### src/fsrg_params.svh
// fsrg_params.svh: opcodes, register map and field positions of the suspend/resume gate
// assumes inclusion by fsrg_pkg.sv and fsrg_gate.sv, and also by the checker and the bench
`ifndef FSRG_PARAMS_SVH
`define FSRG_PARAMS_SVH

// array reads
`define FSRG_OP_FAST_READ    8'h0B
`define FSRG_OP_FAST_READ4   8'h0C
`define FSRG_OP_READ4        8'h13
`define FSRG_OP_DUAL_OUT     8'h3B
`define FSRG_OP_DUAL_OUT4    8'h3C
`define FSRG_OP_DUAL_IO      8'hBB
`define FSRG_OP_DUAL_IO4     8'hBC
`define FSRG_OP_QUAD_OUT     8'h6B
`define FSRG_OP_QUAD_OUT4    8'h6C
`define FSRG_OP_QUAD_IO      8'hEB
`define FSRG_OP_QUAD_IO4     8'hEC
`define FSRG_OP_DDR_QUAD     8'hED
// block lock
`define FSRG_OP_LOCK_RD      8'h3D
`define FSRG_OP_LOCK_RD4     8'hE0
`define FSRG_OP_LOCK_SET     8'h36
`define FSRG_OP_LOCK_SET4    8'hE1
`define FSRG_OP_LOCK_CLR     8'h39
`define FSRG_OP_LOCK_CLR4    8'hE2
// misc
`define FSRG_OP_MODE_RST     8'hFF
`define FSRG_OP_SEC_PROG     8'h42
`define FSRG_OP_SEC_READ     8'h48
`define FSRG_OP_WR_EN        8'h06
`define FSRG_OP_WR_DIS       8'h04
`define FSRG_OP_CLR_STAT     8'h30
`define FSRG_OP_RESUME       8'h7A
`define FSRG_OP_RST_EN       8'h66
`define FSRG_OP_RST          8'h99
`define FSRG_OP_PROG         8'h02
`define FSRG_OP_PROG4        8'h12
`define FSRG_OP_QPROG        8'h32
`define FSRG_OP_QPROG4       8'h34
`define FSRG_OP_ERASE        8'h20

// frame bit counts
`define FSRG_OPCODE_BITS     6'd8
`define FSRG_ADDR_END        6'd32

// register byte offsets
`define FSRG_REG_CTRL        8'h00
`define FSRG_REG_STATUS1     8'h04
`define FSRG_REG_STATUS2     8'h08
`define FSRG_REG_EVENT       8'h0C
`define FSRG_REG_MASK        8'h10
`define FSRG_REG_LAST_CMD    8'h14

// field positions
`define FSRG_CTRL_QE         0
`define FSRG_CTRL_FOUR       1
`define FSRG_ST1_WIP         0
`define FSRG_ST1_WEL         1
`define FSRG_ST2_PSUS        0
`define FSRG_ST2_ESUS        1
`define FSRG_ST2_PERR        5
`define FSRG_EV_WIDTH        5
`define FSRG_EV_DONE         0
`define FSRG_EV_REJECT       1
`define FSRG_EV_PERR         2
`define FSRG_EV_RES_IGN      3
`define FSRG_EV_UNDEF_RD     4
`define FSRG_LAST_ACC        8

`endif

### src/fsrg_pkg.sv
// fsrg_pkg.sv: types of the suspend/resume gate
// assumes fsrg_params.svh in the include path
`include "fsrg_params.svh"
package fsrg_pkg;
	typedef enum logic [2:0]
	{
		FSRG_IDLE   = 3'b000,
		FSRG_PROG   = 3'b001,
		FSRG_ERASE  = 3'b010,
		FSRG_PSUSP  = 3'b011,
		FSRG_ESUSP  = 3'b100,
		FSRG_NPROG  = 3'b101,
		FSRG_NPSUSP = 3'b110
	} fsrg_state_type;
endpackage

### src/fsrg_gate.sv
// fsrg_gate.sv: command gating, suspend and resume for a serial nor flash, apb register file
// assumes a host that drives cs_n, sck and io lines; pins are asynchronous to pclk
`timescale 1ns/1ps
`default_nettype none
`include "fsrg_params.svh"

module fsrg_gate
	import fsrg_pkg::*;
#(
	parameter logic [7:0] SUSPEND_OPCODE = 8'hB0,
	parameter int         PROG_CYCLES    = 2000,
	parameter int         ERASE_CYCLES   = 4000
)
(
	// clock and reset
	input  wire logic        pclk,
	input  wire logic        presetn,
	// apb slave
	input  wire logic [7:0]  paddr,
	input  wire logic        psel,
	input  wire logic        penable,
	input  wire logic        pwrite,
	input  wire logic [31:0] pwdata,
	output logic      [31:0] prdata,
	output logic             pready,
	output logic             pslverr,
	// flash link
	input  wire logic        cs_n,
	input  wire logic        sck,
	input  wire logic [3:0]  io_in,
	// to device core
	output logic             cmd_valid,
	output logic      [7:0]  cmd_opcode,
	output logic             write_in_progress,
	output logic             program_suspended_flag,
	output logic             erase_suspended_flag,
	output logic             irq
);

	function automatic logic cmd_permitted(input logic [7:0] op, input logic ps,
		input logic es, input logic qe);
		logic ok;
		ok = 1'b0;
		if (!(ps | es))
			ok = 1'b1;
		else
		begin
			case (op)
				`FSRG_OP_FAST_READ, `FSRG_OP_FAST_READ4, `FSRG_OP_READ4,
				`FSRG_OP_DUAL_OUT, `FSRG_OP_DUAL_OUT4,
				`FSRG_OP_DUAL_IO, `FSRG_OP_DUAL_IO4: ok = 1'b1;
				`FSRG_OP_QUAD_OUT, `FSRG_OP_QUAD_OUT4, `FSRG_OP_QUAD_IO,
				`FSRG_OP_QUAD_IO4, `FSRG_OP_DDR_QUAD: ok = qe;
				`FSRG_OP_LOCK_RD, `FSRG_OP_LOCK_RD4, `FSRG_OP_LOCK_SET,
				`FSRG_OP_LOCK_SET4, `FSRG_OP_LOCK_CLR, `FSRG_OP_LOCK_CLR4: ok = 1'b1;
				`FSRG_OP_MODE_RST: ok = 1'b1;
				`FSRG_OP_SEC_PROG: ok = es & ~ps;
				`FSRG_OP_SEC_READ: ok = 1'b1;
				`FSRG_OP_WR_EN, `FSRG_OP_WR_DIS, `FSRG_OP_CLR_STAT,
				`FSRG_OP_RESUME, `FSRG_OP_RST_EN, `FSRG_OP_RST: ok = 1'b1;
				`FSRG_OP_PROG, `FSRG_OP_PROG4, `FSRG_OP_QPROG,
				`FSRG_OP_QPROG4: ok = es & ~ps;
				default: ok = (op == SUSPEND_OPCODE);
			endcase
		end
		return ok;
	endfunction

	function automatic logic is_program(input logic [7:0] op);
		return (op == `FSRG_OP_PROG) || (op == `FSRG_OP_PROG4) ||
			(op == `FSRG_OP_QPROG) || (op == `FSRG_OP_QPROG4) || (op == `FSRG_OP_SEC_PROG);
	endfunction

	function automatic logic is_read(input logic [7:0] op);
		return (op == `FSRG_OP_FAST_READ) || (op == `FSRG_OP_FAST_READ4) ||
			(op == `FSRG_OP_READ4) || (op == `FSRG_OP_DUAL_OUT) ||
			(op == `FSRG_OP_DUAL_OUT4) || (op == `FSRG_OP_DUAL_IO) ||
			(op == `FSRG_OP_DUAL_IO4) || (op == `FSRG_OP_QUAD_OUT) ||
			(op == `FSRG_OP_QUAD_OUT4) || (op == `FSRG_OP_QUAD_IO) ||
			(op == `FSRG_OP_QUAD_IO4) || (op == `FSRG_OP_DDR_QUAD);
	endfunction

	localparam logic [15:0] PROG_LOAD  = 16'(PROG_CYCLES);
	localparam logic [15:0] ERASE_LOAD = 16'(ERASE_CYCLES);

	// pin synchronisers: {io, sck, cs_n}
	logic [5:0]  sync1_reg;
	logic [5:0]  sync2_reg;
	logic [5:0]  sync3_reg;
	logic [5:0]  pin_reg;
	logic [5:0]  pin_d_reg;
	logic [5:0]  pin_next;
	// frame
	logic [5:0]  bit_cnt_reg;
	logic [31:0] shift_reg;
	logic [7:0]  frame_op_reg;
	logic        gather_reg;
	logic        pend_prog_reg;
	logic        pend_erase_reg;
	logic [23:0] pend_addr_reg;
	// operation state
	fsrg_state_type state_reg;
	fsrg_state_type state_next;
	logic [15:0] prog_cnt_reg;
	logic [15:0] erase_cnt_reg;
	logic [11:0] erase_sector_reg;
	logic [15:0] prog_page_reg;
	logic        wel_reg;
	logic        perr_reg;
	// registers
	logic [1:0]  ctrl_reg;
	logic [`FSRG_EV_WIDTH-1:0] event_reg;
	logic [`FSRG_EV_WIDTH-1:0] mask_reg;
	logic [`FSRG_EV_WIDTH-1:0] event_set;
	logic [8:0]  last_cmd_reg;
	logic        cmd_valid_reg;

	// a change counts only when stages two and three agree
	assign pin_next = (~(sync2_reg ^ sync3_reg) & sync3_reg) | ((sync2_reg ^ sync3_reg) & pin_reg);

	always_ff @(posedge pclk or negedge presetn)
	begin
		if (!presetn)
		begin
			sync1_reg <= 6'h01;
			sync2_reg <= 6'h01;
			sync3_reg <= 6'h01;
			pin_reg   <= 6'h01;
			pin_d_reg <= 6'h01;
		end
		else
		begin
			sync1_reg <= {io_in, sck, cs_n};
			sync2_reg <= sync1_reg;
			sync3_reg <= sync2_reg;
			pin_reg   <= pin_next;
			pin_d_reg <= pin_reg;
		end
	end

	wire       cs_active  = ~pin_reg[0];
	wire       cs_rise    = pin_reg[0] & ~pin_d_reg[0];
	wire       sck_rise   = pin_reg[1] & ~pin_d_reg[1] & cs_active;
	wire [3:0] io_now     = pin_reg[5:2];
	wire       four_line  = ctrl_reg[`FSRG_CTRL_FOUR];
	wire       qe         = ctrl_reg[`FSRG_CTRL_QE];
	wire       ps         = (state_reg == FSRG_PSUSP) || (state_reg == FSRG_NPSUSP);
	wire       es         = (state_reg == FSRG_ESUSP) || (state_reg == FSRG_NPROG) ||
		(state_reg == FSRG_NPSUSP);

	// four line mode shifts a nibble per edge, opcode included
	wire [31:0] shift_next = four_line ? {shift_reg[27:0], io_now} : {shift_reg[30:0], io_now[0]};
	wire [5:0]  cnt_next   = bit_cnt_reg + (four_line ? 6'h04 : 6'h01);
	wire        counting   = sck_rise && (bit_cnt_reg < `FSRG_ADDR_END);
	wire        op_done    = counting && (cnt_next == `FSRG_OPCODE_BITS);
	wire        addr_done  = counting && gather_reg && (cnt_next == `FSRG_ADDR_END);
	wire [7:0]  op_now     = shift_next[7:0];
	wire        op_ok      = op_done && cmd_permitted(op_now, ps, es, qe);
	wire        op_refused = op_done && !op_ok;
	wire        is_resume  = op_ok && (op_now == `FSRG_OP_RESUME);
	wire        is_suspend = op_ok && (op_now == SUSPEND_OPCODE);
	wire        any_susp   = ps | es;
	wire        prog_run   = (state_reg == FSRG_PROG) || (state_reg == FSRG_NPROG);
	wire        erase_run  = state_reg == FSRG_ERASE;
	wire        prog_fin   = prog_run && (prog_cnt_reg == 16'h0001);
	wire        erase_fin  = erase_run && (erase_cnt_reg == 16'h0001);
	wire [23:0] addr_now   = shift_next[23:0];
	// reads hitting the frozen sector or page return undefined data
	wire        undef_rd   = addr_done && is_read(frame_op_reg) &&
		((es && (addr_now[23:12] == erase_sector_reg)) ||
		(ps && (addr_now[23:8] == prog_page_reg)));
	wire        launch     = cs_rise && wel_reg && (pend_prog_reg || pend_erase_reg);
	wire        prog_ok_st = (state_reg == FSRG_IDLE) || (state_reg == FSRG_ESUSP);
	wire        perr_hit   = launch && pend_prog_reg && (state_reg == FSRG_ESUSP) &&
		(pend_addr_reg[23:12] == erase_sector_reg);
	wire        prog_start = launch && pend_prog_reg && prog_ok_st && !perr_hit;
	wire        erase_start = launch && pend_erase_reg && (state_reg == FSRG_IDLE);

	always_comb
	begin
		state_next = state_reg;
		if (prog_fin)
			state_next = (state_reg == FSRG_NPROG) ? FSRG_ESUSP : FSRG_IDLE;
		else if (erase_fin)
			state_next = FSRG_IDLE;
		else if (is_suspend)
		begin
			case (state_reg)
				FSRG_PROG:  state_next = FSRG_PSUSP;
				FSRG_ERASE: state_next = FSRG_ESUSP;
				FSRG_NPROG: state_next = FSRG_NPSUSP;
				default:    state_next = state_reg;
			endcase
		end
		else if (is_resume)
		begin
			// only resume leaves FSRG_PSUSP or FSRG_NPSUSP, a program start also leaves FSRG_ESUSP; wip rises with it
			case (state_reg)
				FSRG_PSUSP:  state_next = FSRG_PROG;
				FSRG_ESUSP:  state_next = FSRG_ERASE;
				FSRG_NPSUSP: state_next = FSRG_NPROG;
				default:     state_next = state_reg;
			endcase
		end
		else if (prog_start)
			state_next = (state_reg == FSRG_ESUSP) ? FSRG_NPROG : FSRG_PROG;
		else if (erase_start)
			state_next = FSRG_ERASE;
		else
			state_next = state_reg;
	end

	always_ff @(posedge pclk or negedge presetn)
	begin
		if (!presetn)
			state_reg <= FSRG_IDLE;
		else
			state_reg <= state_next;
	end

	// frame capture; bit count, gather and pending flags cleared at chip select release
	always_ff @(posedge pclk or negedge presetn)
	begin
		if (!presetn)
		begin
			bit_cnt_reg    <= 6'h00;
			shift_reg      <= 32'h0000_0000;
			frame_op_reg   <= 8'h00;
			gather_reg     <= 1'b0;
			pend_prog_reg  <= 1'b0;
			pend_erase_reg <= 1'b0;
			pend_addr_reg  <= 24'h00_0000;
		end
		else if (!cs_active)
		begin
			bit_cnt_reg    <= 6'h00;
			gather_reg     <= 1'b0;
			pend_prog_reg  <= 1'b0;
			pend_erase_reg <= 1'b0;
		end
		else if (counting)
		begin
			bit_cnt_reg <= cnt_next;
			shift_reg   <= shift_next;
			if (op_done)
			begin
				frame_op_reg <= op_now;
				gather_reg   <= op_ok && (is_read(op_now) || is_program(op_now) ||
					(op_now == `FSRG_OP_ERASE));
			end
			if (addr_done)
			begin
				gather_reg     <= 1'b0;
				pend_addr_reg  <= addr_now;
				pend_prog_reg  <= is_program(frame_op_reg);
				pend_erase_reg <= frame_op_reg == `FSRG_OP_ERASE;
			end
		end
	end

	// embedded operation timers; a suspended one simply stops counting
	always_ff @(posedge pclk or negedge presetn)
	begin
		if (!presetn)
		begin
			prog_cnt_reg     <= 16'h0000;
			erase_cnt_reg    <= 16'h0000;
			erase_sector_reg <= 12'h000;
			prog_page_reg    <= 16'h0000;
		end
		else
		begin
			if (prog_start)
			begin
				prog_cnt_reg  <= PROG_LOAD;
				prog_page_reg <= pend_addr_reg[23:8];
			end
			else if (prog_run && !is_suspend)
				prog_cnt_reg <= prog_cnt_reg - 16'h0001;
			if (erase_start)
			begin
				erase_cnt_reg    <= ERASE_LOAD;
				erase_sector_reg <= pend_addr_reg[23:12];
			end
			else if (erase_run && !is_suspend)
				erase_cnt_reg <= erase_cnt_reg - 16'h0001;
		end
	end

	// write enable latch and program error flag
	always_ff @(posedge pclk or negedge presetn)
	begin
		if (!presetn)
		begin
			wel_reg  <= 1'b0;
			perr_reg <= 1'b0;
		end
		else
		begin
			if (launch)
				wel_reg <= 1'b0;
			else if (op_ok && (op_now == `FSRG_OP_WR_EN))
				wel_reg <= 1'b1;
			else if (op_ok && (op_now == `FSRG_OP_WR_DIS))
				wel_reg <= 1'b0;
			if (perr_hit)
				perr_reg <= 1'b1;
			else if (op_ok && (op_now == `FSRG_OP_CLR_STAT))
				perr_reg <= 1'b0;
		end
	end

	// accepted opcode handed to the core for one cycle
	always_ff @(posedge pclk or negedge presetn)
	begin
		if (!presetn)
		begin
			cmd_valid_reg <= 1'b0;
			last_cmd_reg  <= 9'h000;
		end
		else
		begin
			cmd_valid_reg <= op_ok;
			if (op_done)
				last_cmd_reg <= {op_ok, op_now};
		end
	end

	// apb: zero wait states, read data captured in the setup phase
	wire setup_ph = psel && !penable;
	wire access   = psel && penable;
	wire hit_ctrl = paddr == `FSRG_REG_CTRL;
	wire hit_st1  = paddr == `FSRG_REG_STATUS1;
	wire hit_st2  = paddr == `FSRG_REG_STATUS2;
	wire hit_ev   = paddr == `FSRG_REG_EVENT;
	wire hit_mask = paddr == `FSRG_REG_MASK;
	wire hit_last = paddr == `FSRG_REG_LAST_CMD;
	wire mapped   = hit_ctrl | hit_st1 | hit_st2 | hit_ev | hit_mask | hit_last;
	wire wr_ctrl  = access && pwrite && hit_ctrl && !any_susp;
	wire wr_ev    = access && pwrite && hit_ev;
	wire wr_mask  = access && pwrite && hit_mask;

	wire [31:0] st1_word = {30'h0, wel_reg, prog_run | erase_run};
	wire [31:0] st2_word = {26'h0, perr_reg, 3'h0, es, ps};
	wire [31:0] rd_word  = hit_ctrl ? {30'h0, ctrl_reg} :
		hit_st1  ? st1_word :
		hit_st2  ? st2_word :
		hit_ev   ? {27'h0, event_reg} :
		hit_mask ? {27'h0, mask_reg} :
		hit_last ? {23'h0, last_cmd_reg} : 32'h0000_0000;

	assign event_set = {undef_rd, is_resume && !any_susp, perr_hit, op_refused,
		prog_fin | erase_fin};

	always_ff @(posedge pclk or negedge presetn)
	begin
		if (!presetn)
		begin
			prdata    <= 32'h0000_0000;
			ctrl_reg  <= 2'h0;
			event_reg <= 5'h00;
			mask_reg  <= 5'h00;
		end
		else
		begin
			if (setup_ph)
				prdata <= rd_word;
			// quad enable only changes outside suspend, so set it before programming
			if (wr_ctrl)
				ctrl_reg <= pwdata[1:0];
			if (wr_mask)
				mask_reg <= pwdata[`FSRG_EV_WIDTH-1:0];
			// new events win over a write-one clear in the same cycle
			event_reg <= (event_reg & ~(wr_ev ? pwdata[`FSRG_EV_WIDTH-1:0] : 5'h00)) | event_set;
		end
	end

	assign pready                 = 1'b1;
	assign pslverr                = access && !mapped;
	assign irq                    = |(event_reg & mask_reg);
	assign cmd_valid              = cmd_valid_reg;
	assign cmd_opcode             = last_cmd_reg[7:0];
	assign write_in_progress      = prog_run | erase_run;
	assign program_suspended_flag = ps;
	assign erase_suspended_flag   = es;

endmodule
`default_nettype wire

### config.mk
export PLATFORM = sky130hd
export DESIGN_NAME = fsrg_gate
export DESIGN_NICKNAME = d
export VERILOG_FILES = /design/src/fsrg_pkg.sv /design/src/fsrg_gate.sv
export VERILOG_INCLUDE_DIRS = /design/src
export SDC_FILE = /design/constraint.sdc
export NUM_CORES = 1
export LEC_CHECK = 0
export BUFFER_PORTS_ARGS = -buffer_cell sky130_fd_sc_hd__buf_2
export CELL_PAD_IN_SITES_DETAIL_PLACEMENT = 1
export CELL_PAD_IN_SITES_GLOBAL_PLACEMENT = 2
export CORE_ASPECT_RATIO = 0.6
export CORE_MARGIN = 5
export CORE_UTILIZATION = 37
export DETAILED_ROUTE_END_ITERATION = 6
export PLACE_DENSITY = 0.77
export SKIP_CTS_REPAIR_TIMING = 1
export SYNTH_ARGS = -nofsm -noshare
export SYNTH_HDL_FRONTEND = slang
export SYNTH_SLANG_ARGS = --single-unit
### constraint.sdc
create_clock -name pclk -period 3.8 [get_ports pclk]
set_input_delay 0.19 -clock pclk [delete_from_list [all_inputs] [get_ports pclk]]
set_output_delay 0.19 -clock pclk [all_outputs]
set_load 0.02 [all_outputs]
Word level (Yosys, flattened, before mapping)
Cells that the tools add are included.

Register bits: 209. Output and inout bits: 47. Word-level logic and storage cells: 270.

$add $sub $neg: 3. Magnitude comparators: 1. Equality and inequality tests: 71. Mux-type cells: 42. Bitwise operators: 25. Reductions and logical operators: 103.

Operators by type and width (count): $eq 8x8->1 const B (16); $eq 8x6->1 const B (14); $eq 8x7->1 const B (9); $mux 16 (4); $mux 9 (6); $eq 8x4->1 const B (6); $eq 8x5->1 const B (6); $logic_or 1x1->1 (39); $logic_and 1x1->1 (38); $eq 16x1->1 const B (2); $sub 16x1->16 const B (2); $mux 3 (9); $eq 12x12->1 (2); $eq 8x3->1 const B (3); $mux 24 (1); $reduce_or 21->1 (1); $pmux 3 s3 (2); $eq 16x16->1 (1); $eq 8x2->1 const B (2); $mux 1 (16); $reduce_or 5->1 (3); $and 6x6->6 (2); $mux 6 (2); $and 5x5->5 (2); other kinds (27) (57).

Logic depth before layout (Yosys ltp)
Gate-level depths: netlist of run 1.

Word-level depth: 20. Mapped depth: 13. Mapped depth without buffers: 10.

Worst setup path before layout of run 1
Ideal clock, no wire load.

Path type: register to register. Start point: reg ctrl_reg[1]. End point: reg state_reg[0]. Setup time: 128 ps. Arrival: 2591 ps. Data required time: 3672 ps. Path slack: 1081 ps. Cell stages (with the launch flop): 13. Buffers on the path: 2. Clock period less this slack: 2719 ps. Cell sequence: dfrtp_1 buf_6 buf_2 inv_1 ha_1 ha_1 a21o_1 a32oi_1 nand3_1 o31ai_1 nor3_1 o22ai_2 mux2_1.

Word-level cells in the longest chain between the ends: 11.

RTL lines: from (decl) (line fsrg_gate.sv:111) `logic [1:0] ctrl_reg;`; from (signal assigned) (line fsrg_gate.sv:370) `ctrl_reg <= pwdata[1:0];`; $mux 24 (line fsrg_gate.sv:152) `wire [31:0] shift_next = four_line ? {shift_reg[27:0], io_now} : {shift_reg[30:0], io_now[0]};`; $eq 8x7->1 (tied with other cells) (line fsrg_gate.sv:48) `case (op)`; $reduce_or 21->1 (no line) (tied with other cells); $pmux 1 s3 (line fsrg_gate.sv:48); $mux 1 (line fsrg_gate.sv:44) `if (!(ps | es))`; $logic_and 1x1->1 (line fsrg_gate.sv:158) `wire op_ok = op_done && cmd_permitted(op_now, ps, es, qe);`; $logic_and 1x1->1 (line fsrg_gate.sv:160) `` wire is_resume = op_ok && (op_now == `FSRG_OP_RESUME); ``; $mux 3 (line fsrg_gate.sv:195) `else if (is_resume)`; $mux 3 (line fsrg_gate.sv:186) `else if (is_suspend)`; $mux 3 (line fsrg_gate.sv:184) `else if (erase_fin)`; $mux 3 (line fsrg_gate.sv:182) `if (prog_fin)`; to (signal assigned) (line fsrg_gate.sv:218) `state_reg <= state_next;`; to (decl) (line fsrg_gate.sv:102) `fsrg_state_type state_reg;`.

Parallel ways exist; a longest one is shown, timed or not. A chain may end at the register's enable or synchronous reset.

Final worst setup path of run 1
Start point: reg ctrl_reg[1]. End point: reg erase_cnt_reg[13].

Word-level cells in the longest chain between the ends: 10.

RTL lines: $mux 24 (line fsrg_gate.sv:152); $eq 8x7->1 (tied with other cells) (line fsrg_gate.sv:48); $reduce_or 21->1 (no line) (tied with other cells); $pmux 1 s3 (line fsrg_gate.sv:48); $mux 1 (line fsrg_gate.sv:44); $logic_and 1x1->1 (line fsrg_gate.sv:158); $logic_and 1x1->1 (*) (line fsrg_gate.sv:161) `wire is_suspend = op_ok && (op_now == SUSPEND_OPCODE);`; $logic_not 1->1 (*) (line fsrg_gate.sv:285) `else if (erase_run && !is_suspend)`; $logic_and 1x1->1 (*) (line fsrg_gate.sv:285); $reduce_bool 2->1 (no line) (*); to (signal assigned) (line fsrg_gate.sv:286) `erase_cnt_reg <= erase_cnt_reg - 16'h0001;`; to (decl) (line fsrg_gate.sv:105) `logic [15:0] erase_cnt_reg;`.

Mark *: on every way between the ends. The rest lies on a longest branch, timed or not.

==> flow_metrics.env, run 1 <==
export IMPL_fin_tns_setup_ps=0
export IMPL_crit_type="flop to flop"
export IMPL_routed_top_layer="met4"
export IMPL_worstRegToRegCells=11
export IMPL_grt_pass1_vias=7149
export IMPL_worstReg2RegStart="ctrl_reg[1]$_DFFE_PN0P_"
export IMPL_cp_end_kind="flop"
export IMPL_area_growth_pct=13.21
export IMPL_clockBufferDepth=2
export IMPL_nets=1057
export IMPL_initial_core_util_pct=37.69
export IMPL_cts_root_buf="clkbuf_16"
export IMPL_clock_sinks=178
export IMPL_ir_drop_uv=253.3
export IMPL_postLayoutCellArea_um2=10360
export IMPL_largest_reg_flops=23
export IMPL_path_max_fanout=17
export IMPL_vias=7186
export IMPL_synth_edf_count=0
export IMPL_met1Wirelength_um=14160
export IMPL_internal_power_mw=3.429
export IMPL_crit_start="ctrl_reg[1]$_DFFE_PN0P_"
export IMPL_p_switching_mw=1.443
export IMPL_ys_async_sr_fraction_pct=100.0
export IMPL_arrival_ps=3420
export IMPL_power_density_nw_per_um2=470.2
export IMPL_power_leakage_nw=4.738
export IMPL_portBuffers=46
export IMPL_synthesis_area_um2=9151
export IMPL_holdWs_ps=11.17
export IMPL_diodes=0
export IMPL_finalCritPeriodShare_pct=81.20
export IMPL_fin_worst_skew_ps=13.94
export IMPL_fin_ws_ps=714.3
export IMPL_cts_tree="built"
export IMPL_yosysMostFrequentCell="nand2_1"
export IMPL_pre_cts_ws_ps=739.8
export IMPL_final_max_slew_viol_count=0
export IMPL_required_ps=4130
export IMPL_start_kind="flop"
export IMPL_dr_wl_met2_um=10370
export IMPL_synth_area_leaders="dfrtp_1 (47%), nand2_1 (7.8%), xnor2_1 (4.7%)"
export IMPL_drive_gt1_share_pct=13.64
export IMPL_hold_depth=2
export IMPL_dr_wl_met3_um=1322
export IMPL_fp_dieArea_um2=28080
export IMPL_synth_top_cell_by_area="dfrtp_1"
export IMPL_yosysTopAreaCellShare_pct=47.31
export IMPL_maxCapViolations=0
export IMPL_yosysWarnings=0
export IMPL_finalSetupViolCount=0
export IMPL_pwr_share_comb_pct=15.6
export IMPL_cts_buffers=17
export IMPL_yosysUniqueCellTypes=79
export IMPL_ant_nets=0
export IMPL_drt_total_wl_um=26100
export IMPL_io_pin_count=98
export IMPL_worst_slew_pin_slew_ps=909.0
export IMPL_grt_use_total_pct=18.90
export IMPL_cts_htree_levels=4
export IMPL_drt_first_pass_iters=5
export IMPL_fin_crit_ps=3086
export IMPL_die_x_um=213.0
export IMPL_clkTransAtPathRegs_ps=70
export IMPL_synth_commonest_cells="nand2_1 (189), dfrtp_1 (173), o21ai_0 (67)"
export IMPL_drcViolationCount=0
export IMPL_grt_ovfl_total=0
export IMPL_routedWlPerCell_um=19.56
export IMPL_postPlaceCellArea_um2=9639
export IMPL_antenna_found_initial=0
export IMPL_insertion_delay_ps=460
export IMPL_pwr_share_seq_pct=44.0
export IMPL_vias_per_cell=5.387
export IMPL_num_rows=44
export IMPL_grt_max_degree=105
export IMPL_synth_top_flop_cell="dfrtp_1"
export IMPL_worstHoldStart="pwdata[1]"
export IMPL_status="finished clean"
export IMPL_avgSynthCellArea_um2=9.543
export IMPL_core_area_um2=24280
export IMPL_hpwl_um=18590
export IMPL_grt_setup_unrepaired="no"
export IMPL_grt_pass1_wl_um=41720
export IMPL_routabilityCongestion=0.8662
export IMPL_ys_seq_elements=178
export IMPL_synthCells=959
export IMPL_swShare_pct=29.61
export IMPL_clock_fmax_mhz=324.1
export IMPL_finalHoldViolations=0
export IMPL_worstHoldPathType="input pin to flop"
export IMPL_drtIter0Drc=521
export IMPL_clkPwrFrac_pct=40.5
export IMPL_ys_seq_area_share_pct=48.74
export IMPL_die_y_um=131.8
export IMPL_relSlewSlack_pct=39.40
## layout by cell type, fill, tap and decap left out, types with 20 or more instances in the layout
| cell type | n |
|---|---|
| buf_2 | 45 |
| buf_4 | 20 |
| conb_1 | 24 |
| dfrtp_1 | 172 |
| mux2i_1 | 25 |
| nand2_1 | 189 |
| nand3_1 | 31 |
| nor2_1 | 57 |
| o21ai_0 | 67 |
| xnor2_1 | 49 |
## metal layers
layer / global-route usage, % / vias up
li1: - / 3386
met1: 31.49 / 3657
met2: 24.38 / 124
met3: 4.067 / 19
met4: 4.263 / 0
met5: 0 / -
## power by group through the flow
stage	Combinational [mW]	Clock [mW]	Sequential (mW)
6_report	0.758	1.97	2.14
4_1_cts	0.742	2.02	2.14
2_1_floorplan	0.540	0	2.08
3_3_place_gp	0.724	0	2.17
5_1_grt	0.826	2.11	2.15
3_5_place_dp	0.733	0	2.17
## through the flow
| stage | instances | power [mW] | util (%) |
|---|---|---|---|
| 2_1_floorplan | 981 | 2.623 | - |
| 3_3_place_gp | 1295 | 2.895 | 39.70 |
| 3_5_place_dp | 1295 | 2.903 | 39.70 |
| 4_1_cts | 1327 | 4.896 | 42.38 |
| 5_1_grt | 1334 | 5.090 | 42.67 |
| 6_report | 1334 | 4.872 | 42.67 |
## critical path, stage by stage, from the launching register on
cell and delay (ps):
dfrtp_2 450, inv_1 200, ha_1 230, ha_1 240
nand3_1 110, a32oi_1 370, nand3_1 170, buf_4 250
o2111ai_1 570, nor4_1 140, xnor2_1 180, nor2_1 60
## cell type report
cell class	count	area, um^2
fillers	2778	13920
repair buffers	74	479.2
well taps	322	402.9
flip-flops and latches	178	4462
multi-input cells	707	4287
inverters	21	78.83
clock inverters	13	207.7
clock buffers	19	442.9
## logic make-up after synthesis
| logic type | synth area share [%] |
|---|---|
| AND/OR/NAND/NOR | 20.07 |
| flip-flops | 48.74 |
| other | 0.08207 |
| XOR/XNOR | 6.412 |
| buffers and inverters | 5.483 |
| multiplexers | 5.524 |
| AO/OA/AOI/OAI | 12.07 |
| adder cells (fa/ha/maj) | 1.613 |
## worst paths after layout
kind / to / slack [ps]
setup reg to reg: erase_cnt_reg[13]$_DFFE_PN0P_ / 710
hold / removal: mask_reg[1]$_DFFE_PN0P_ / 10
min in group asynchronous: erase_cnt_reg[7]$_DFFE_PN0P_ / 360
hold reg to reg: sync2_reg[4]$_DFF_PN0_ / 350
setup / recovery: erase_cnt_reg[13]$_DFFE_PN0P_ / 710
max in group asynchronous: shift_reg[0]$_DFFE_PN0P_ / 2500
No activity file was read; power rests on OpenSTA's default activity.
==> run 2, diff against run 1 <==
--- a/config.mk
+++ b/config.mk
@@ -11,9 +11,9 @@
 export CELL_PAD_IN_SITES_GLOBAL_PLACEMENT = 2
 export CORE_ASPECT_RATIO = 0.6
 export CORE_MARGIN = 5
-export CORE_UTILIZATION = 37
+export CORE_UTILIZATION = 34
 export DETAILED_ROUTE_END_ITERATION = 6
-export PLACE_DENSITY = 0.77
+export PLACE_DENSITY = 0.75
 export SKIP_CTS_REPAIR_TIMING = 1
 export SYNTH_ARGS = -nofsm -noshare
 export SYNTH_HDL_FRONTEND = slang
==> constraint.sdc (replaced) <==
create_clock -name pclk -period 2.6 [get_ports pclk]
set_input_delay 0.13 -clock pclk [delete_from_list [all_inputs] [get_ports pclk]]
set_output_delay 0.13 -clock pclk [all_outputs]
set_load 0.02 [all_outputs]
==> run 2 against run 1 <==
  * Combinational power is 110% higher
  * Flip-flop and latch count unchanged
  * Worst hold slack worse by 7.1 ps
  * Setup slack lost 830 ps
  * The flow now finishes with violations (setup timing)
  * Utilization is 0.26 points higher
  * Clock skew up 0.62 ps
  * Count of clock-buffer cells in the layout increased by 4
  * Cell count up 10%
  * Critical path type unchanged
  * Sequential share of layout area shrank 3.8 points
  * Critical endpoint is now state_reg[0]$_DFFE_PN0P_
  * Routed wire length grew 8.1%
  * Critical path depth is 3 lower
==> flow_metrics.env, run 2 (same netlist as run 1, synthesis figures left out) <==
export IMPL_antenna_found_initial=0
export IMPL_fp_dieArea_um2=30400
export IMPL_path_max_fanout=6
export IMPL_crit_chain="buf_6 -> nand3b_1 -> and2_4 -> or4_4 -> mux2_4 -> o32a_1 -> o22ai_2 -> mux2_4"
export IMPL_violations="setup timing"
export IMPL_multi_input_area_um2=4434
export IMPL_internal_power_mw=5.143
export IMPL_p_switching_mw=2.205
export IMPL_final_cell_mix="nand2_1 (189), dfrtp_1 (172), buf_4 (107)"
export IMPL_holdWs_ps=4.085
export IMPL_clock_fmax_mhz=368.1
export IMPL_hpwl_um=20380
export IMPL_arrival_ps=3050
export IMPL_grt_max_degree=55
export IMPL_cp_end_kind="flop"
export IMPL_final_max_slew_viol_count=0
export IMPL_fillerInstances=2993
export IMPL_area_growth_pct=24.20
export IMPL_grt_setup_unrepaired="yes"
export IMPL_routedWlPerCell_um=19.14
export IMPL_slowest_stage="or4_4"
export IMPL_vias_per_cell=5.153
export IMPL_crit_type="flop to flop"
export IMPL_required_ps=2930
export IMPL_fin_tns_setup_ps=-235.1
export IMPL_post_route_util_pct=42.93
export IMPL_power_density_nw_per_um2=646.5
export IMPL_status="complete, but fails checks"
export IMPL_slowest_delay_ps=510
export IMPL_drcViolationCount=0
export IMPL_largest_reg_flops=23
export IMPL_drive_gt1_share_pct=23.16
export IMPL_worst_slew_pin_slew_ps=624.5
export IMPL_ir_drop_uv=272.5
export IMPL_worstHoldPathType="input pin to flop"
export IMPL_nets=1159
export IMPL_cts_tree="built"
export IMPL_grt_ovfl_total=0
export IMPL_drtIter0Drc=609
export IMPL_maxCapViolations=0
export IMPL_die_y_um=137.1
export IMPL_routabilityCongestion=0.8410
export IMPL_die_x_um=221.8
export IMPL_fin_worst_skew_ps=14.56
export IMPL_vias=7596
export IMPL_num_rows=46
export IMPL_dp_cells=1410
export IMPL_fin_ws_ps=-116.9
export IMPL_regArea_um2=4462
export IMPL_fin_cells=1474
export IMPL_fin_crit_ps=2717
export IMPL_cts_root_buf="clkbuf_16"
export IMPL_finalHoldViolations=0
export IMPL_initial_core_util_pct=34.57
export IMPL_pwr_share_comb_pct=21.5
export IMPL_insertion_delay_ps=450
export IMPL_path_common_cell="mux2_4"
export IMPL_io_pin_count=98
export IMPL_swShare_pct=30.01
export IMPL_drt_first_pass_iters=5
export IMPL_pwr_share_seq_pct=41.6
export IMPL_drt_total_wl_um=28210
export IMPL_p_total_mw=7.349
export IMPL_portBuffers=46
export IMPL_core_area_um2=26480
export IMPL_cts_buffers=17
export IMPL_clock_sinks=178
export IMPL_finalCritPeriodShare_pct=104.5
export IMPL_clockBufferDepth=2
export IMPL_grt_pass1_vias=7481
export IMPL_clkTransAtPathRegs_ps=70
export IMPL_diodes=0
export IMPL_start_kind="flop"
export IMPL_finalSetupViolCount=3
export IMPL_grt_pass1_wl_um=43960
export IMPL_layout_commonest_cell="nand2_1"
export IMPL_power_leakage_nw=5.254
export IMPL_cts_htree_levels=4
export IMPL_grt_use_total_pct=18.46
export IMPL_ant_nets=0
export IMPL_relSlewSlack_pct=58.05
export IMPL_clkPwrFrac_pct=36.9
-- run 2: changes by cell type in the layout (fill, tap and decap cells not counted), moves of 3 or more --
cell / change
buf_12: +4
buf_4: +87
buf_6: +4
clkinvlp_4: -3
dlygate4sd3_1: +5
mux2i_1: -3
nand3_1: -3
nor2_1: -3
-- run 2: final cells by class --
cell class	instances	area share, %
Clock inverter	9	1.145
Multi-Input combinational cell	708	39.01
Sequential cell	178	39.26
Timing Repair Buffer	175	11.72
Clock buffer	23	4.205
Inverter	21	0.6935
Tap cell	360	3.963
-- run 2: power groups by stage --
stage | sequential, mW | clock, mW | combinational [mW]
floorplan | 3.04 | 0 | 0.789
global placement | 3.09 | 0 | 1.46
detailed placement | 3.09 | 0 | 1.49
CTS | 3.05 | 2.77 | 1.50
global route | 3.07 | 2.89 | 1.71
finish | 3.06 | 2.71 | 1.58
-- run 2: routing by layer --
layer	GRT usage, %	vias to the layer above	part of all wire (%)
met2	24.41	157	39
met3	3.451	17	3.5
met4	4.824	0	0.78
li1	-	3585	-
met1	30.08	3837	56
met5	0	-	0
-- run 2: worst paths after layout --
kind | start | to | slack, ps | cells past startpoint
hold reg to reg | sync1_reg[2]$_DFF_PN0_ | sync2_reg[2]$_DFF_PN0_ | 340 | 0
setup / recovery | ctrl_reg[1]$_DFFE_PN0P_ | state_reg[0]$_DFFE_PN0P_ | -120 | 8
hold / removal | penable | prdata[0]$_DFFE_PN0P_ | 4 | 4
min in group asynchronous | presetn | erase_cnt_reg[10]$_DFFE_PN0P_ | 200 | 2
max in group asynchronous | presetn | frame_op_reg[4]$_DFFE_PN0P_ | 1620 | 3
setup reg to reg | ctrl_reg[1]$_DFFE_PN0P_ | state_reg[0]$_DFFE_PN0P_ | -120 | 8
-- run 2: through the flow --
stage                     setup WS, ps  instance area (um^2)
after CTS                       -151.5                 10910
after global routing            -176.1                 11370
after floorplan                  1.688                  9249
after global placement          -60.87                 10300
final                           -116.9                 11370
after detailed placement        -132.9                 10300
-- run 2: critical path: cells and delay by family, from the launching register on --
| family | cells | cell delay (ps) |
|---|---|---|
| compound gates | 2 | 430 |
| buf+inv | 1 | 170 |
| flops | 1 | 480 |
| mux | 2 | 610 |
| simple gates | 3 | 900 |
==> run 3, diff against run 2 <==
--- a/config.mk
+++ b/config.mk
@@ -9,7 +9,7 @@
 export BUFFER_PORTS_ARGS = -buffer_cell sky130_fd_sc_hd__buf_2
 export CELL_PAD_IN_SITES_DETAIL_PLACEMENT = 1
 export CELL_PAD_IN_SITES_GLOBAL_PLACEMENT = 2
-export CORE_ASPECT_RATIO = 0.6
+export CORE_ASPECT_RATIO = 1.1
 export CORE_MARGIN = 5
 export CORE_UTILIZATION = 34
 export DETAILED_ROUTE_END_ITERATION = 6
==> run 3 against run 2 <==
  * The flow still finishes with violations (setup timing)
  * Critical path depth stayed put
  * Worst hold slack better by 19 ps
  * Combinational power is 9% lower
  * Clock power about the same
  * Via count down 2.9%
  * Count of clock-buffer cells in the layout is 6 lower
  * Utilization down 1.2 points
  * Sequential power barely moved
  * Register-to-register slack gained 40 ps
  * Die area down 0.34%
  * First-iteration DRC count down 38%
  * Largest power group unchanged
==> flow_metrics.env, run 3 (same netlist as run 1, synthesis figures left out) <==
export IMPL_die_x_um=166.4
export IMPL_p_total_mw=7.193
export IMPL_die_y_um=182.1
export IMPL_ir_drop_uv=313.2
export IMPL_clock_sinks=178
export IMPL_fin_crit_ps=2675
export IMPL_area_growth_pct=21.89
export IMPL_largest_reg_flops=23
export IMPL_grt_pass1_vias=7621
export IMPL_finalHoldViolations=0
export IMPL_final_max_slew_viol_count=0
export IMPL_grt_ovfl_total=0
export IMPL_path_common_cell="mux2_4"
export IMPL_insertion_delay_ps=440
export IMPL_fin_worst_skew_ps=12.90
export IMPL_status="complete, but fails checks"
export IMPL_io_pin_count=98
export IMPL_arrival_ps=3000
export IMPL_dp_cells=1397
export IMPL_finalCritPeriodShare_pct=102.9
export IMPL_grt_use_total_pct=17.41
export IMPL_path_max_fanout=6
export IMPL_drt_first_pass_iters=4
export IMPL_multi_input_area_um2=4412
export IMPL_fin_cells=1448
export IMPL_postLayoutCellArea_um2=11150
export IMPL_layout_commonest_cell="nand2_1"
export IMPL_regArea_um2=4462
export IMPL_cts_buffers=17
export IMPL_fillerInstances=3067
export IMPL_crit_chain="buf_4 -> mux2_4 -> nand2b_4 -> or4_4 -> mux2_4 -> o32a_1 -> o22ai_2 -> mux2_4"
export IMPL_vias_per_cell=5.093
export IMPL_fp_dieArea_um2=30300
export IMPL_clkTransAtPathRegs_ps=70
export IMPL_routedWlPerCell_um=18.05
export IMPL_fin_ws_ps=-74.76
export IMPL_power_density_nw_per_um2=644.9
export IMPL_start_kind="flop"
export IMPL_cts_htree_levels=4
export IMPL_critPathTopFamily="multiplexers"
export IMPL_routabilityCongestion=0.8362
export IMPL_final_cell_mix="nand2_1 (188), dfrtp_1 (172), buf_4 (90)"
export IMPL_cts_root_buf="clkbuf_16"
export IMPL_grt_setup_unrepaired="yes"
export IMPL_maxCapViolations=0
export IMPL_power_leakage_nw=5.144
export IMPL_violations="setup timing"
export IMPL_initial_core_util_pct=34.25
export IMPL_worstHoldPathType="input pin to flop"
export IMPL_required_ps=2920
export IMPL_portBuffers=46
export IMPL_core_area_um2=26720
export IMPL_worst_slew_pin_slew_ps=732.7
export IMPL_drt_total_wl_um=26130
export IMPL_drtIter0Drc=380
export IMPL_vias=7374
export IMPL_clockBufferDepth=2
export IMPL_drcViolationCount=0
export IMPL_hpwl_um=18910
export IMPL_num_rows=63
export IMPL_postPlaceCellArea_um2=10250
export IMPL_clock_fmax_mhz=373.9
export IMPL_nets=1138
export IMPL_cts_tree="built"
export IMPL_cp_end_kind="flop"
export IMPL_antenna_found_initial=0
export IMPL_grt_pass1_wl_um=42640
export IMPL_finalSetupViolCount=2
export IMPL_slowest_stage="or4_4"
export IMPL_grt_max_degree=84
export IMPL_relSlewSlack_pct=51.15
export IMPL_slowest_delay_ps=530
export IMPL_diodes=0
export IMPL_crit_type="flop to flop"
export IMPL_drive_gt1_share_pct=21.54
export IMPL_ant_nets=0
export IMPL_critPathBufInv=1
[run 3: changes by cell type in the layout (fill, tap and decap cells not counted), sizes merged]
cell / before / now
clkinv: 7 / 4
buf: 161 / 142
clkbuf: 25 / 18
inv: 19 / 26
o21ai: 71 / 70
[run 3: cell type report]
cell class	count	share of cell area, %
Timing Repair Buffer	155	10.38
Sequential cell	178	40.00
Multi-Input combinational cell	707	39.55
Inverter	21	0.7067
Clock buffer	17	3.814
Tap cell	357	4.005
Clock inverter	13	1.548
[run 3: report_power, final]
part           switching [mW]  internal, mW  total, mW
Sequential              0.135          2.90       3.04
Clock                    1.19          1.52       2.71
Combinational           0.834         0.609       1.44
[run 3: path summary, 6_finish.rpt]
check	to	startpoint	slack (ps)	depth (start not counted)
worst max-delay path	state_reg[0]$_DFFE_PN0P_	ctrl_reg[1]$_DFFE_PN0P_	-70	8
worst min-delay path	prdata[0]$_DFFE_PN0P_	penable	20	4
worst max register to register	state_reg[0]$_DFFE_PN0P_	ctrl_reg[1]$_DFFE_PN0P_	-70	8
worst min register to register	sync2_reg[5]$_DFF_PN0_	sync1_reg[5]$_DFF_PN0_	350	0
max in group asynchronous	sync1_reg[0]$_DFF_PN1_	presetn	1510	3
min in group asynchronous	bit_cnt_reg[0]$_DFFE_PN0P_	presetn	290	2
[run 3: worst register-to-register path, cell delays in order, from the launching register on]
cell,delay [ps]
dfrtp_2,460
buf_4,160
mux2_4,230
nand2b_4,60
or4_4,530
mux2_4,280
o32a_1,370
o22ai_2,150
mux2_4,320
[run 3: metal layers]
layer | part of all wire (%) | GRT usage [%] | vias to the layer above
li1 | - | - | 3532
met1 | 45 | 22.57 | 3707
met5 | 0 | 0 | -
met3 | 2.6 | 2.946 | 27
met2 | 50 | 30.02 | 108
met4 | 1.8 | 5.106 | 0
[run 3: metrics by stage]
| stage | utilization [%] | setup TNS, ps | setup slack, ps | hold WS, ps |
|---|---|---|---|---|
| global placement | 38.35 | -545.8 | -80.86 | 234.6 |
| detailed placement | 38.35 | -1911 | -155.9 | 230.4 |
| floorplan | - | 0 | 1.688 | -165.6 |
| global route | 41.74 | -722.5 | -157.2 | 56.65 |
| CTS | 40.59 | -3648 | -234.5 | -235.0 |
| finish | 41.74 | -107.2 | -74.76 | 23.20 |
